[src/rtl/README_unused.sv]
`timescale 1ns/10ps

[src/rtl/bcnt_pkg.sv]
package bcnt_pkg;

  ////////////////////////////////////////////////////////////////////////////
  // Counter geometry and values
  localparam int CNT_W = 8;                       // Counter state width
  localparam logic [7:0] CNT_RST = 8'h00;         // Count after reset
  localparam logic [7:0] CNT_ONES = 8'hff;        // Terminal value counting up
  localparam logic [7:0] CNT_ZERO = 8'h00;        // Terminal value counting down
  localparam logic [7:0] CNT_ONE = 8'h01;         // Count step
  localparam int WRAP_W = 16;                     // Wrap event counter width
  localparam logic [15:0] WRAP_RST = 16'h0000;    // Wrap count after reset
  localparam logic [15:0] WRAP_ONE = 16'h0001;    // Wrap count step

  ////////////////////////////////////////////////////////////////////////////
  // Register map (byte addresses)
  localparam int ADDR_W = 12;                     // Decoded address width
  localparam logic [11:0] CTRL_OFS = 12'h000;     // Control register
  localparam logic [11:0] STAT_OFS = 12'h004;     // Status register
  localparam logic [11:0] WRAP_OFS = 12'h008;     // Wrap event count
  localparam int CTRL_EN_BIT = 0;                 // Wrap counting enable
  localparam int CTRL_CLR_BIT = 1;                // Wrap count clear, write one
  localparam logic CTRL_EN_RST = 1'b0;            // Enable after reset
  localparam int STAT_CNT_LSB = 0;                // Count field
  localparam int STAT_TC_BIT = 8;                 // Terminal count level
  localparam int STAT_OE_BIT = 9;                 // Bus driven flag
  localparam int STAT_MODE_LSB = 10;              // Mode select field, 2 bits
  localparam logic [31:0] RDATA_RST = 32'h0000_0000; // Read data after reset

  ////////////////////////////////////////////////////////////////////////////
  // Operations chosen by the two mode selects {hi, lo}
  typedef enum logic [1:0] {
    BCNT_LOAD = 2'b00,
    BCNT_DOWN = 2'b01,
    BCNT_UP   = 2'b10,
    BCNT_HOLD = 2'b11
  } bcnt_mode_t;

  // Decode of the select pins, shared by datapath and checks
  function automatic bcnt_mode_t bcnt_mode_of(input logic sel_hi, input logic sel_lo);
    return bcnt_mode_t'({sel_hi, sel_lo});
  endfunction : bcnt_mode_of

endpackage : bcnt_pkg

[src/rtl/bcnt_step.sv]
`timescale 1ns/10ps
module bcnt_step #(
  parameter int CNT_W = bcnt_pkg::CNT_W         // Counter width
) (
  input wire logic [CNT_W-1:0] count_in,        // Present count
  input wire logic [CNT_W-1:0] load_data_in,    // Data sampled from the bus
  input wire logic mode_select_hi_in,           // Mode select high bit
  input wire logic mode_select_lo_in,           // Mode select low bit
  input wire logic count_enable_n_in,           // Count enable, active low
  output logic [CNT_W-1:0] nxt_count_out,       // Value for the next edge
  output logic terminal_count_n_out             // Look-ahead carry, active low
);

  bcnt_pkg::bcnt_mode_t mode; // Decoded operation

  ////////////////////////////////////////////////////////////////////////////
  // Next state of the counter
  always_comb begin
    mode = bcnt_pkg::bcnt_mode_of(mode_select_hi_in, mode_select_lo_in);
    nxt_count_out = count_in; // Hold by default
    unique case (mode)
      bcnt_pkg::BCNT_LOAD: begin
        nxt_count_out = load_data_in; // Load ignores count enable
      end
      bcnt_pkg::BCNT_UP: begin
        if (!count_enable_n_in) begin
          nxt_count_out = CNT_W'(count_in + bcnt_pkg::CNT_ONE); // Wraps
        end
      end
      bcnt_pkg::BCNT_DOWN: begin
        if (!count_enable_n_in) begin
          nxt_count_out = CNT_W'(count_in - bcnt_pkg::CNT_ONE); // Wraps
        end
      end
      bcnt_pkg::BCNT_HOLD: begin
        nxt_count_out = count_in; // Both selects high keeps the value
      end
    endcase
  end

  ////////////////////////////////////////////////////////////////////////////
  // Terminal count, gated straight by the count enable
  always_comb begin
    terminal_count_n_out = 1'b1; // High whenever no carry is due
    if (!count_enable_n_in) begin
      if ((mode == bcnt_pkg::BCNT_UP) && (count_in == bcnt_pkg::CNT_ONES)) begin
        terminal_count_n_out = 1'b0; // Top of an up count
      end else if ((mode == bcnt_pkg::BCNT_DOWN) && (count_in == bcnt_pkg::CNT_ZERO)) begin
        terminal_count_n_out = 1'b0; // Bottom of a down count
      end
    end
  end

endmodule : bcnt_step

[src/rtl/bcnt_apb.sv]
`timescale 1ns/10ps
module bcnt_apb #(
  parameter int ADDR_W = bcnt_pkg::ADDR_W,      // Decoded address width
  parameter int WRAP_W = bcnt_pkg::WRAP_W       // Wrap counter width
) (
  input wire logic core_clk_in,                 // Core clock
  input wire logic resetn_in,                   // Synchronous reset, active low
  input wire logic apb_psel_in,                 // APB select
  input wire logic apb_penable_in,              // APB access phase
  input wire logic apb_pwrite_in,               // APB direction, high writes
  input wire logic [ADDR_W-1:0] apb_paddr_in,   // APB byte address
  input wire logic [31:0] apb_pwdata_in,        // APB write data
  input wire logic [31:0] stat_in,              // Status word from the core
  input wire logic [WRAP_W-1:0] wrap_in,        // Wrap event count
  output logic [31:0] apb_prdata_out,           // APB read data, registered
  output logic apb_pready_out,                  // APB ready, no wait states
  output logic apb_pslverr_out,                 // APB error on unmapped address
  output logic ctrl_en_out,                     // Wrap counting enable
  output logic wrap_clr_out                     // Wrap clear pulse
);

  logic ctrl_en_ff;     // Enable bit of the control register
  logic [31:0] rdata_ff; // Read data captured in the setup phase
  logic hit;            // Address maps to a register
  logic wr_take;        // Write taken at this edge

  // Address decode and taken write
  assign hit = (apb_paddr_in == bcnt_pkg::CTRL_OFS) || (apb_paddr_in == bcnt_pkg::STAT_OFS)
    || (apb_paddr_in == bcnt_pkg::WRAP_OFS);
  assign wr_take = apb_psel_in && apb_penable_in && apb_pwrite_in && hit;
  assign apb_pready_out = 1'b1;
  assign apb_pslverr_out = apb_psel_in && apb_penable_in && !hit;
  assign apb_prdata_out = rdata_ff;
  assign ctrl_en_out = ctrl_en_ff;
  assign wrap_clr_out = wr_take && (apb_paddr_in == bcnt_pkg::CTRL_OFS)
    && apb_pwdata_in[bcnt_pkg::CTRL_CLR_BIT];

  ////////////////////////////////////////////////////////////////////////////
  // Control register
  always_ff @(posedge core_clk_in) begin
    if (!resetn_in) begin
      ctrl_en_ff <= bcnt_pkg::CTRL_EN_RST;
    end else if (wr_take && (apb_paddr_in == bcnt_pkg::CTRL_OFS)) begin
      ctrl_en_ff <= apb_pwdata_in[bcnt_pkg::CTRL_EN_BIT];
    end
  end

  ////////////////////////////////////////////////////////////////////////////
  // Read data, latched during the setup phase
  always_ff @(posedge core_clk_in) begin
    if (!resetn_in) begin
      rdata_ff <= bcnt_pkg::RDATA_RST;
    end else if (apb_psel_in && !apb_penable_in && !apb_pwrite_in) begin
      unique case (apb_paddr_in)
        bcnt_pkg::CTRL_OFS: rdata_ff <= {31'h0000_0000, ctrl_en_ff};
        bcnt_pkg::STAT_OFS: rdata_ff <= stat_in;
        bcnt_pkg::WRAP_OFS: rdata_ff <= 32'(wrap_in);
        default: rdata_ff <= bcnt_pkg::RDATA_RST; // Unmapped reads zero
      endcase
    end
  end

endmodule : bcnt_apb

[src/rtl/bcnt_core.sv]
// The address map and the APB register port were left to the implementer.
`timescale 1ns/10ps

////////////////////////////////////////////////////////////////////////////////
module bcnt_core #(
  parameter int CNT_W = bcnt_pkg::CNT_W,        // Counter width
  parameter int WRAP_W = bcnt_pkg::WRAP_W,      // Wrap event counter width
  parameter int ADDR_W = bcnt_pkg::ADDR_W       // APB address width
) (
  input wire logic core_clk_in,                 // Core clock, 250 MHz
  input wire logic resetn_in,                   // Synchronous reset, active low
  input wire logic mode_select_hi_in,           // Mode select high bit
  input wire logic mode_select_lo_in,           // Mode select low bit
  input wire logic count_enable_n_in,           // Count enable, active low
  input wire logic output_enable_n_in,          // Bus drive enable, active low
  input wire logic [CNT_W-1:0] io_data_in,      // Shared data lines, sensed
  output logic [CNT_W-1:0] io_data_out,         // Shared data lines, driven value
  output logic [CNT_W-1:0] io_data_oe_out,      // Drive enable per line, high drives
  output logic terminal_count_n_out,            // Look-ahead carry, active low
  input wire logic apb_psel_in,                 // APB select
  input wire logic apb_penable_in,              // APB access phase
  input wire logic apb_pwrite_in,               // APB direction
  input wire logic [ADDR_W-1:0] apb_paddr_in,   // APB byte address
  input wire logic [31:0] apb_pwdata_in,        // APB write data
  output logic [31:0] apb_prdata_out,           // APB read data
  output logic apb_pready_out,                  // APB ready
  output logic apb_pslverr_out                  // APB slave error
);

  //////////////////////////////////////////////////////////////////////////////
  // Declarations
  logic [CNT_W-1:0] count_ff;      // Counter state
  logic [CNT_W-1:0] nxt_count;     // Counter next state
  logic [WRAP_W-1:0] wrap_ff;      // Count of carries out
  logic [WRAP_W-1:0] nxt_wrap;     // Next wrap count
  logic tc_n;                      // Terminal count from the datapath
  logic wrap_en;                   // Wrap counting enabled by software
  logic wrap_clr;                  // Wrap clear pulse from software
  logic carry_evt;                 // Counter wraps at this edge
  logic [31:0] stat_word;          // Status word for software
  bcnt_pkg::bcnt_mode_t mode;      // Decoded operation

  // Operation currently selected on the pins
  assign mode = bcnt_pkg::bcnt_mode_of(mode_select_hi_in, mode_select_lo_in);

  //////////////////////////////////////////////////////////////////////////////
  // Next-state datapath
  bcnt_step #(
    .CNT_W(CNT_W)
  ) u_step (
    .count_in(count_ff),
    .load_data_in(io_data_in),
    .mode_select_hi_in(mode_select_hi_in),
    .mode_select_lo_in(mode_select_lo_in),
    .count_enable_n_in(count_enable_n_in),
    .nxt_count_out(nxt_count),
    .terminal_count_n_out(tc_n)
  );

  //////////////////////////////////////////////////////////////////////////////
  // Counter state, updated on the rising edge only
  always_ff @(posedge core_clk_in) begin
    if (!resetn_in) begin
      count_ff <= bcnt_pkg::CNT_RST;
    end else begin
      count_ff <= nxt_count; // Load, count or hold
    end
  end

  //////////////////////////////////////////////////////////////////////////////
  // Shared data lines
  // Drive value always comes from the flip-flops
  assign io_data_out = count_ff;
  // All lines float together when the enable is high
  assign io_data_oe_out = {CNT_W{!output_enable_n_in}};

  // Carry is combinational so cascaded stages see it within the cycle;
  // it may glitch, so the partner samples it only as a level
  assign terminal_count_n_out = tc_n;

  //////////////////////////////////////////////////////////////////////////////
  // Wrap event counter
  // A carry out is due when the terminal count is low
  assign carry_evt = !tc_n;

  // Clear and event in the same cycle keep the event
  always_comb begin
    nxt_wrap = wrap_ff;
    if (wrap_clr) begin
      nxt_wrap = (wrap_en && carry_evt) ? bcnt_pkg::WRAP_ONE : bcnt_pkg::WRAP_RST;
    end else if (wrap_en && carry_evt) begin
      nxt_wrap = WRAP_W'(wrap_ff + bcnt_pkg::WRAP_ONE);
    end
  end

  // Wrap count register
  always_ff @(posedge core_clk_in) begin
    if (!resetn_in) begin
      wrap_ff <= bcnt_pkg::WRAP_RST;
    end else begin
      wrap_ff <= nxt_wrap;
    end
  end

  //////////////////////////////////////////////////////////////////////////////
  // Status word
  always_comb begin
    stat_word = 32'h0000_0000;
    stat_word[bcnt_pkg::STAT_CNT_LSB +: CNT_W] = count_ff;
    stat_word[bcnt_pkg::STAT_TC_BIT] = tc_n;
    stat_word[bcnt_pkg::STAT_OE_BIT] = !output_enable_n_in;
    stat_word[bcnt_pkg::STAT_MODE_LSB +: 2] = mode;
  end

  //////////////////////////////////////////////////////////////////////////////
  // Register bus slave
  bcnt_apb #(
    .ADDR_W(ADDR_W),
    .WRAP_W(WRAP_W)
  ) u_apb (
    .core_clk_in(core_clk_in),
    .resetn_in(resetn_in),
    .apb_psel_in(apb_psel_in),
    .apb_penable_in(apb_penable_in),
    .apb_pwrite_in(apb_pwrite_in),
    .apb_paddr_in(apb_paddr_in),
    .apb_pwdata_in(apb_pwdata_in),
    .stat_in(stat_word),
    .wrap_in(wrap_ff),
    .apb_prdata_out(apb_prdata_out),
    .apb_pready_out(apb_pready_out),
    .apb_pslverr_out(apb_pslverr_out),
    .ctrl_en_out(wrap_en),
    .wrap_clr_out(wrap_clr)
  );
endmodule : bcnt_core

[config.mk]
export PLATFORM = sky130hd
export DESIGN_NAME = bcnt_core
export DESIGN_NICKNAME = d
export VERILOG_FILES = /design/src/rtl/README_unused.sv /design/src/rtl/bcnt_pkg.sv /design/src/rtl/bcnt_step.sv /design/src/rtl/bcnt_apb.sv /design/src/rtl/bcnt_core.sv
export SDC_FILE = /design/constraint.sdc
export NUM_CORES = 1
export LEC_CHECK = 0
export BUFFER_PORTS_ARGS = -buffer_cell sky130_fd_sc_hd__clkbuf_2
export CAP_MARGIN = 20
export CELL_PAD_IN_SITES_DETAIL_PLACEMENT = 0
export CELL_PAD_IN_SITES_GLOBAL_PLACEMENT = 1
export CORE_MARGIN = 3
export CORE_UTILIZATION = 35
export DETAILED_ROUTE_END_ITERATION = 7
export PLACE_DENSITY_LB_ADDON = 0.1
export REMOVE_ABC_BUFFERS = 1
export SLEW_MARGIN = 20
export SYNTH_ARGS = -nofsm -noshare
export SYNTH_HDL_FRONTEND = slang
export SYNTH_SLANG_ARGS = --single-unit
export TNS_END_PERCENT = 1
[constraint.sdc]
create_clock -name core_clk_in -period 3.5 [get_ports core_clk_in]
set_input_delay 0.175 -clock core_clk_in [delete_from_list [all_inputs] [get_ports core_clk_in]]
set_output_delay 0.175 -clock core_clk_in [all_outputs]
set_load 0.05 [all_outputs]
Yosys cells after proc, flatten, opt, wreduce, memory -nomap -nowiden
Cells that the tools add are included.
{ "totals": {"elab_cells": 49, "ramBits": 0, "rom_bits": 0, "latchBits": 0, "out_inout_bits": 51, "ff_bits": 57, "input_bits": 61, "n_memories": 0} }
{ "op_classes": {"shifts": 0, "div": 0, "eq_ne": 8, "n_reduce_logical": 23, "multipliers": 0, "add_sub_neg": 3, "n_mux": 10, "n_lt_le_gt_ge": 0, "bitwise_logic": 1} }
{ "ops": {"columns": ["cell", "count"], "rows": [
  ["16-bit case mux with 3 select lines", 1],
  ["16-bit 2-to-1 mux", 2],
  ["8-bit case mux with 3 select lines", 1],
  ["16-bit by 1-bit adder with 16-bit output (second input constant)", 1],
  ["8-bit 2-to-1 mux", 2],
  ["12-bit by 3-bit == test with 1-bit output (second input constant)", 1],
  ["12-bit by 4-bit == test with 1-bit output (second input constant)", 1],
  ["12-bit zero test", 1],
  ["1-bit logical AND", 11],
  ["8-bit by 1-bit adder with 8-bit output (second input constant)", 1],
  ["8-bit == test (second input constant)", 1],
  ["8-bit zero test", 1],
  ["8-bit by 1-bit subtractor with 8-bit output (second input constant)", 1],
  ["1-bit zero test", 5],
  ["2-bit == test (second input constant)", 2],
  ["1-bit 2-to-1 mux", 4],
  ["2-bit != test (second input constant)", 2],
  ["3-bit AND reduction", 1],
  ["2-bit by 1-bit == test with 1-bit output (second input constant)", 1],
  ["2-bit zero test", 1],
  ["1-bit logical OR", 2],
  ["2-bit nonzero test", 1],
  ["1-bit NOT", 1]
]} }

Depth between registers and ports, before layout
Gate-level depths: netlist of run 1.
{ "logic_depth": {"ltp_word": 9, "ltp_mapped": 11, "ltp_nobuf": 9} }

Cells and area by module
Synthesis of run 1 repeated with hierarchy kept, for this count alone.
{ "hier_totals": {"cells_unflattened": 332, "hier_area_um2": 3070.4} }
{ "by_module_without_submodules": {"columns": ["mod", "area_per_inst_um2", "instances", "seq_area_each_um2", "cells_each"], "rows": [
  ["bcnt_apb", 1475.2, 1, 660.6, 134],
  ["bcnt_core", 1018.5, 1, 480.5, 111],
  ["bcnt_step", 576.8, 1, 0.0, 87]
]} }

Worst setup path after synthesis of run 1
No wires, ideal clock.
{ "synth_timing": {"path_kind": "in2reg", "startpoint": "in mode_select_hi_in", "endpoint": "reg count_ff[6] (netlist: io_data_out[6])", "arrival_time_ps": 2516, "path_buffers": 2, "required_ps": 3373, "path_stages": 11, "setup_slack_ps": 857, "setup_ps": 127, "path_cell_list": "inv_1 > ha_1 > clkbuf_1 > clkbuf_1 > xor2_1 > ha_1 > or3_1 > a21oi_1 > nor4_1 > o31a_1 > or3_1"} }
{ "synth_via": {"elab_chain_len": 3, "elab_cells_between_ends": 9, "cone_classes": "eq/ne: 5; mux: 1; bitwise: 1; reduce/logical: 2"} }
{ "synth_rtl": {"columns": ["item", "line_no", "source"], "rows": [
  ["from (decl)", "bcnt_core.sv:12", "input wire logic mode_select_hi_in,"],
  ["2-bit == test / 2-bit by 1-bit == test with 1-bit output (equally long branches)", "bcnt_step.sv:21", "unique case (mode)"],
  ["2-bit != test (no source line) / 1-bit NOT (equally long branches)", null, null],
  ["3-bit AND reduction (no source line)", null, null],
  ["to (signal assigned)", "bcnt_core.sv:64", "count_ff <= bcnt_pkg::CNT_RST;"],
  ["to (signal assigned)", "bcnt_core.sv:66", "count_ff <= nxt_count;"],
  ["to (decl)", "bcnt_core.sv:32", "logic [CNT_W-1:0] count_ff;"]
]} }
Parallel ways exist; a longest one is shown, timed or not.
A chain may end at the register's enable or synchronous reset.

Worst setup path after layout of run 1
{ "layout_timing": {"startpoint": "reg count_ff[3] (netlist: io_data_out[3])", "endpoint": "reg wrap_ff[14]"} }
{ "layout_via": {"elab_chain_len": 8, "elab_cells_between_ends": 10, "cone_classes": "eq/ne: 1; mux: 3; reduce/logical: 6"} }
{ "layout_rtl": {"columns": ["item", "line_no", "source"], "rows": [
  ["8-bit zero test", "bcnt_step.sv:48", "end else if ((mode == bcnt_pkg::BCNT_DOWN) && (count_in == bcnt_pkg::CNT_ZERO)) begin"],
  ["1-bit logical AND", "bcnt_step.sv:48", null],
  ["1-bit 2-to-1 mux", "bcnt_step.sv:48", null],
  ["1-bit 2-to-1 mux *", "bcnt_step.sv:46", "if ((mode == bcnt_pkg::BCNT_UP) && (count_in == bcnt_pkg::CNT_ONES)) begin"],
  ["1-bit 2-to-1 mux *", "bcnt_step.sv:45", "if (!count_enable_n_in) begin"],
  ["1-bit zero test *", "bcnt_core.sv:84", "assign carry_evt = !tc_n;"],
  ["1-bit logical AND *", "bcnt_core.sv:91", "end else if (wrap_en && carry_evt) begin"],
  ["2-bit nonzero test (no source line) *", null, null],
  ["to (signal assigned)", "bcnt_core.sv:99", "wrap_ff <= bcnt_pkg::WRAP_RST;"],
  ["to (signal assigned)", "bcnt_core.sv:101", "wrap_ff <= nxt_wrap;"],
  ["to (decl)", "bcnt_core.sv:34", "logic [WRAP_W-1:0] wrap_ff;"]
]} }
Mark *: on every way between the ends. The rest lies on a longest branch, timed or not.

==> results.ini, run 1 <==
[timing]
slew-limit-headroom_pct=47.6
tns_ns=0
min_period_ns=2.47
fin_crit_sh_pct=70.6
setup_viol=0
maxSlewViolCount=0
rsz0062_at_grt=false
timing.fmax_mhz=405
fin_worst_skew_ns=0.00830
max_slew.worst_pin.slew_ns=0.787
hold_viol=0
whs_ns=0.107

[floorplanning]
die_w_um=95.7
start_util_pct=36.3
fp.dieH_um=95.7
num_io_pins=112
core_um2=7770
fp.dieArea_um2=9160
num_rows=32

[global_route]
grt_pass1_wl_mm=11.9
grt_max_degree=23
antenna_found_initial=0
grt_overflow=0
grt_pass1_vias=2428
grt_use_total_pct=16.5

[yosys]
syn_inst=352
synth_warnings=0
ys_seq_area_share_pct=29.1
ys_types=59
synth_area_um2=2820
yosys.area_share.simple_pct=28.3
ys_seq_elements=41
synth_top_family_by_area=simple AND/OR/NAND/NOR gates
synth_edf_count=0
synthArstFlopShare_pct=0
synth-compound-area-share_pct=21.5
synth_fa_ha_area_share_pct=2.67
synth-xor-area-share_pct=1.87
avgSynthCellArea_um2=8.00
synth-main-ff-cell=dfxtp_1
synth.mux.area_fraction_pct=3.95

[cells_and_area]
syn_to_final_growth_pct=11.2
fin_nets=458
diodes=0
design_area_um2=3130
drive_gt1_share_pct=23.7

[setup_path]
endpoint_kind=flop
worstSetupStartpointType=flop
setup.worst_path.class=reg2reg
critPathRequiredTime_ns=3.73
worstPathArrival_ns=2.70
cp_top_family=simple AND/OR/NAND/NOR gates
worst-path-buf-inv=1
path_max_fanout=20
path_cells=nand4_1, nor4_2, o21ai_1, buf_4, a2111oi_2, mux2i_1
worst_path_max_delay_cell=dfxtp_1
rr_startpoint=io_data_out[3]
crit_start=io_data_out[3]
max_stage_delay_ns=0.58

[worst_hold_path]
min_from=apb_pwdata_in[0]
min_path_type=in2reg

[detailed_routing]
vias=2597
drt_wl_total_mm=7.39
first_pass_iters=4
drtIter0Drc=105
route.detailed.drc=0
ant_nets=0
viasPerCell=5.26
avgRoutedWirePerCell_um=15.0

[run_status]
status=finished clean

[place]
io_buffers=64
hpwl_mm=5.24
placed_cell_area_um2=3030
globalplace.congestion=0.782

[power_and_ir_drop]
leakage_nw=1.27
ir_drop_uv=196
power.density_nw_per_um2=367
finalPower_mw=1.15

[clock_tree]
insertion_delay_ns=0.30
cts_max_level=2
cts_setup_buffers=0
cts_hold_buf=0
cts_sinks=41
cts-resized-gates=0
clock-root-buffer=clkbuf_8
path_clk_slew_ns=0.09
numCtsBuffers=5
cts_tree=yes
cts.path.max_buffers=2

[flow_run]
max-cap-violations=0

-- state kept, by name (all words and copies together) (netlist names) --
signal                cells
u_apb.apb_prdata_out     16
wrap_ff                  16
io_data_out               8
u_apb.ctrl_en_out         1
-- worst paths after layout --
check                                                end  slack [ns]  depth (start not counted)
worst max-delay path                         wrap_ff[14]        1.03                          6
worst min-delay path                   u_apb.ctrl_en_out        0.11                          3
worst max register to register               wrap_ff[14]        1.03                          6
worst min register to register  u_apb.apb_prdata_out[10]        0.46                          2
-- kinds of logic after synthesis --
family / count (synthesis)
fa+ha+maj: 6
xor+xnor: 6
mux: 11
buf+inv: 58
other cells: 2
simple gates: 144
flops: 41
compound gates: 84
-- tightest hold or removal path: stages --
cell and delay (ns):
clkbuf_2 0.08, nand3_1 0.05, a21oi_1 0.05
-- power by group --
| part | switching [mW] | internal (mW) | total, mW |
|---|---|---|---|
| clock network | 0.179 | 0.179 | 0.358 |
| logic | 0.208 | 0.0778 | 0.286 |
| registers | 0.0290 | 0.478 | 0.507 |
-- routing by layer --
| layer | GRT usage [%] | share of wire (%) |
|---|---|---|
| met1 | 23.2 | 50 |
| met2 | 25.5 | 43 |
| met3 | 3.28 | 5.4 |
| met4 | 4.50 | 1.4 |
| met5 | 0 | 0 |
-- area by class of cell --
| cell class | instances | area [µm²] |
|---|---|---|
| multi-input cells | 268 | 1710 |
| repair buffers | 68 | 350 |
| clock inverters | 1 | 5.00 |
| inverters | 7 | 26.3 |
| fillers | 853 | 4630 |
| well taps | 102 | 128 |
| clock buffers | 7 | 96.3 |
| flip-flops and latches | 41 | 821 |
-- per-stage QoR --
stage | cells | setup WS (ns) | utilization, %
after CTS | 494 | 1.03 | 40.3
after detailed placement | 486 | 0.898 | 39.0
after global routing | 494 | 0.763 | 40.3
after floorplan | 316 | 0.558 | -
after global placement | 486 | 0.893 | 39.0
final | 494 | 1.03 | 40.3
-- cell usage after synthesis, types with 2 or more instances --
cell type	n	area share (%)
a22oi_1	11	2.9
nor4_4	3	2.3
or4_1	2	0.53
and3_1	3	0.67
o21a_1	5	1.3
mux2i_1	10	3.6
a21oi_1	20	3.6
a31oi_1	3	0.67
buf_1	2	0.27
a2111o_1	5	2.0
nor4_1	8	1.8
nand2b_1	8	1.8
a211oi_1	3	0.80
o211ai_1	4	1.1
nor2_1	24	3.2
buf_2	5	0.89
dfxtp_1	41	29
and2_1	3	0.67
buf_6	2	0.80
inv_1	7	0.93
ha_1	6	2.7
a221oi_1	2	0.62
and4_1	2	0.62
buf_4	27	7.2
nand3_1	21	3.7
o21ai_0	13	2.3
nand4_1	3	0.67
conb_1	2	0.27
or2_2	3	0.67
clkbuf_1	13	1.7
or3_1	4	0.89
a21o_2	2	0.62
or4b_1	2	0.71
nand3b_1	4	1.1
nand2_1	40	5.3
nor3_1	7	1.2
o2111ai_1	6	1.9
xor2_1	5	1.6
-- placed cells by master, fill, tap and decap left out, types with 10 or more instances in the layout --
cell type	count
a22oi_1	11
clkbuf_2	64
conb_1	17
nand3_1	21
dfxtp_1	41
a21oi_1	20
nand2_1	40
o21ai_0	13
mux2i_1	10
nor2_1	24
Note: power is estimated with default switching activity, not from simulation.
==> run 2: changes to the inputs <==
--- a/config.mk
+++ b/config.mk
@@ -5,12 +5,13 @@
 export SDC_FILE = /design/constraint.sdc
 export NUM_CORES = 1
 export LEC_CHECK = 0
+export ABC_AREA = 1
 export BUFFER_PORTS_ARGS = -buffer_cell sky130_fd_sc_hd__clkbuf_2
 export CAP_MARGIN = 20
 export CELL_PAD_IN_SITES_DETAIL_PLACEMENT = 0
 export CELL_PAD_IN_SITES_GLOBAL_PLACEMENT = 1
 export CORE_MARGIN = 3
-export CORE_UTILIZATION = 35
+export CORE_UTILIZATION = 33
 export DETAILED_ROUTE_END_ITERATION = 7
 export PLACE_DENSITY_LB_ADDON = 0.1
 export REMOVE_ABC_BUFFERS = 1
==> constraint.sdc (replaced) <==
create_clock -name core_clk_in -period 2.5 [get_ports core_clk_in]
set_input_delay 0.125 -clock core_clk_in [delete_from_list [all_inputs] [get_ports core_clk_in]]
set_output_delay 0.125 -clock core_clk_in [all_outputs]
set_load 0.05 [all_outputs]
==> run 2 against run 1 <==
Compared with the run above: first-iteration DRC count is 42% higher; final cell count up 25%; critical endpoint is now io_data_out[4]; clock power is 47% higher; largest cell class unchanged; flip-flop and latch count did not move; synthesized cell count up 30%; largest power group unchanged; combinational power up 43%.
==> results.ini, run 2 <==
[place]
dp_cells=611  ; +26%
placed_cell_area_um2=3210  ; +6.0%
globalplace.congestion=0.847  ; +8.3%
hpwl_mm=6.31  ; +20%
io_buffers=64  ; unchanged
preCtsSetupSlack_ns=0.418  ; -0.479 ns

[power_and_ir_drop]
p_sw_share_pct=35.3  ; -0.90 points
share_seq_of_total_power_pct=42.9  ; -1.1 points
leakage_nw=1.51  ; +19%
p_int_mw=1.06  ; +44%
comb_power_share_pct=25.0  ; about the same
power.density_nw_per_um2=494  ; +35%
p_sw_mw=0.578  ; +39%
pwr-share-clk_pct=32.1  ; +1.0 points
ir_drop_uv=174  ; -11%
finalPower_mw=1.64  ; +42%

[timing]
setup_ws_ns=0.698  ; -0.330 ns
rsz0062_at_grt=false
setup_viol=0  ; unchanged
tns_ns=0  ; unchanged
fin_crit_sh_pct=72.1
slew-limit-headroom_pct=44.4  ; -3.1 points
maxSlewViolCount=0  ; unchanged
hold_viol=0  ; unchanged
min_period_ns=1.80
fin_worst_skew_ns=0.00657  ; -0.00172 ns
timing.fmax_mhz=555
max_slew.worst_pin.slew_ns=0.833  ; +0.0459 ns
whs_ns=0.0868  ; -0.0203 ns

[setup_path]
worst-path-buf-inv=4  ; +3
path_max_fanout=12  ; -40%
worstSetupStartpointType=input port
path_cells=clkbuf_2, inv_1, ha_1, inv_1, nand2_1, nand2_1, inv_1, ha_1, o21bai_1, nand2_1, o21bai_1, a21oi_1, o21ai_0, a21oi_1
max_stage_delay_ns=0.42  ; -0.16 ns
critPathRequiredTime_ns=2.68  ; -1.05 ns
cp_top_family=compound AO/OA/AOI/OAI gates
setup.worst_path.class=in2reg
endpoint_kind=flop
worst_path_max_delay_cell=ha_1
worstPathArrival_ns=1.99  ; -0.71 ns
r2r_slack_ns=0.76  ; -0.27 ns

[global_route]
grt_use_total_pct=16.7  ; +0.23 points
grt_overflow=0  ; unchanged
met2_usage_pct=25.8  ; +0.25 points
grt_pass1_wl_mm=13.6  ; +15%
grt_pass1_vias=2773  ; +14%
grt_use_met1_pct=24.8  ; +1.6 points
grt-busiest-layer=met2
antenna_found_initial=0  ; unchanged
met3_usage_pct=2.71  ; -0.57 points
grt_max_degree=24  ; +4.3%

[clock_tree]
cts.path.max_buffers=2  ; unchanged
cts_setup_buffers=0  ; unchanged
cts_tree=yes
path_clk_slew_ns=0.08  ; about the same
cts_max_level=2  ; unchanged
cts-resized-gates=0  ; unchanged
clock-root-buffer=clkbuf_8
insertion_delay_ns=0.29  ; about the same
cts_hold_buf=0  ; unchanged
numCtsBuffers=5  ; unchanged
cts_sinks=41  ; unchanged

[cells_and_area]
syn_to_final_growth_pct=13.4
design_area_um2=3320  ; +5.9%
layout_common_cells=nand2_1 (114), clkbuf_2 (64), inv_1 (56)
fin_cells=618  ; +25%
diodes=0  ; unchanged
final_common_cell=nand2_1
drive_gt1_share_pct=19.9  ; -3.8 points
fin_util_pct=39.4  ; -0.96 points
nFillCells=949  ; +11%
fin_nets=580  ; +27%

[yosys]
ys_seq_elements=41  ; unchanged
synth_warnings=0  ; unchanged
synth-main-ff-cell=dfxtp_1
synth_area_um2=2930  ; +3.9%
yosys.area.top_type=dfxtp_1
syn_inst=459  ; +30%
ys_top_cells_by_count=nand2_1 (114), inv_1 (56), a21oi_1 (42), dfxtp_1 (41), nor2_1 (40)
synth_edf_count=0  ; unchanged
avgSynthCellArea_um2=6.37  ; -20%
synth.area.top_cells=dfxtp_1 (28%), nand2_1 (15%), a21oi_1 (7.2%)
ys_types=37  ; -37%
yosys.area.top_type_share_pct=28.1  ; -1.1 points
yosysMostFrequentCell=nand2_1
synthArstFlopShare_pct=0  ; unchanged
ys_seq_area_share_pct=28.1  ; -1.1 points

[floorplanning]
fp.dieArea_um2=10000  ; +9.5%
fp.dieH_um=100  ; +4.6%
num_rows=33  ; +3.1%
start_util_pct=34.7  ; -1.5 points
num_io_pins=112  ; unchanged
core_um2=8420  ; +8.4%
die_w_um=100  ; +4.6%

[worst_hold_path]
min_path_type=in2reg

[detailed_routing]
drt_wl_total_mm=7.95  ; +7.5%
route.detailed.drc=0  ; unchanged
ant_nets=0  ; unchanged
drtIter0Drc=149  ; +42%
viasPerCell=4.67  ; -11%
first_pass_iters=4  ; unchanged
vias=2886  ; +11%
avgRoutedWirePerCell_um=12.9  ; -14%

[flow_run]
max-cap-violations=0  ; unchanged

[run_status]
status=finished clean

==> run 2: final cells by class <==
type	count	area [µm²]	share of cell area, %
Sequential cell	41	821	24.7
Multi-Input combinational cell	337	1690	50.9
Timing Repair Buffer	66	335	10.1
Clock buffer	5	68.8	2.07
Clock inverter	2	35.0	1.06
Tap cell	105	131	3.96
Inverter	62	236	7.13
==> run 2: path summary, 6_finish.rpt <==
| kind | from | end | cells past startpoint |
|---|---|---|---|
| max | mode_select_hi_in | io_data_out[4] | 14 |
| min | io_data_in[1] | io_data_out[1] | 3 |
| max reg2reg | io_data_out[1] | io_data_out[4] | 11 |
| min reg2reg | u_apb.apb_prdata_out[8] | u_apb.apb_prdata_out[8] | 2 |
==> run 2: cells by family (layout without fill, tap and decap cells) <==
logic type                 Yosys count  count (layout)  synth area share [%]
and+or+nand+nor                    233             233                  37.3
adders and majority gates            6               6                  2.57
AOI/OAI and AO/OA                   74              74                  13.6
DFF                                 41              41                  28.1
other                                2              17                 0.257
xor gates and xnor gates             7               7                  2.10
buffers and inverters               96             135                  16.1
==> run 2: metal layers <==
metal  up-vias  routed length [µm]
met4         0                  25
li1       1535                   -
met2        88                3220
met1      1261                4190
met5         -                   0
met3         2                 507
==> run 2: tightest hold or removal path, cell delays in order <==
cell and delay, ns:
clkbuf_2 0.08, nand2_1 0.06, a31oi_1 0.07
==> run 2: power groups by stage <==
stage          Combinational (mW)  Sequential (mW)  Clock [mW]
5_1_grt                     0.449            0.707       0.578
4_1_cts                     0.412            0.703       0.550
2_1_floorplan               0.249            0.767           0
3_3_place_gp                0.409            0.719           0
3_5_place_dp                0.410            0.718           0
6_report                    0.409            0.703       0.527
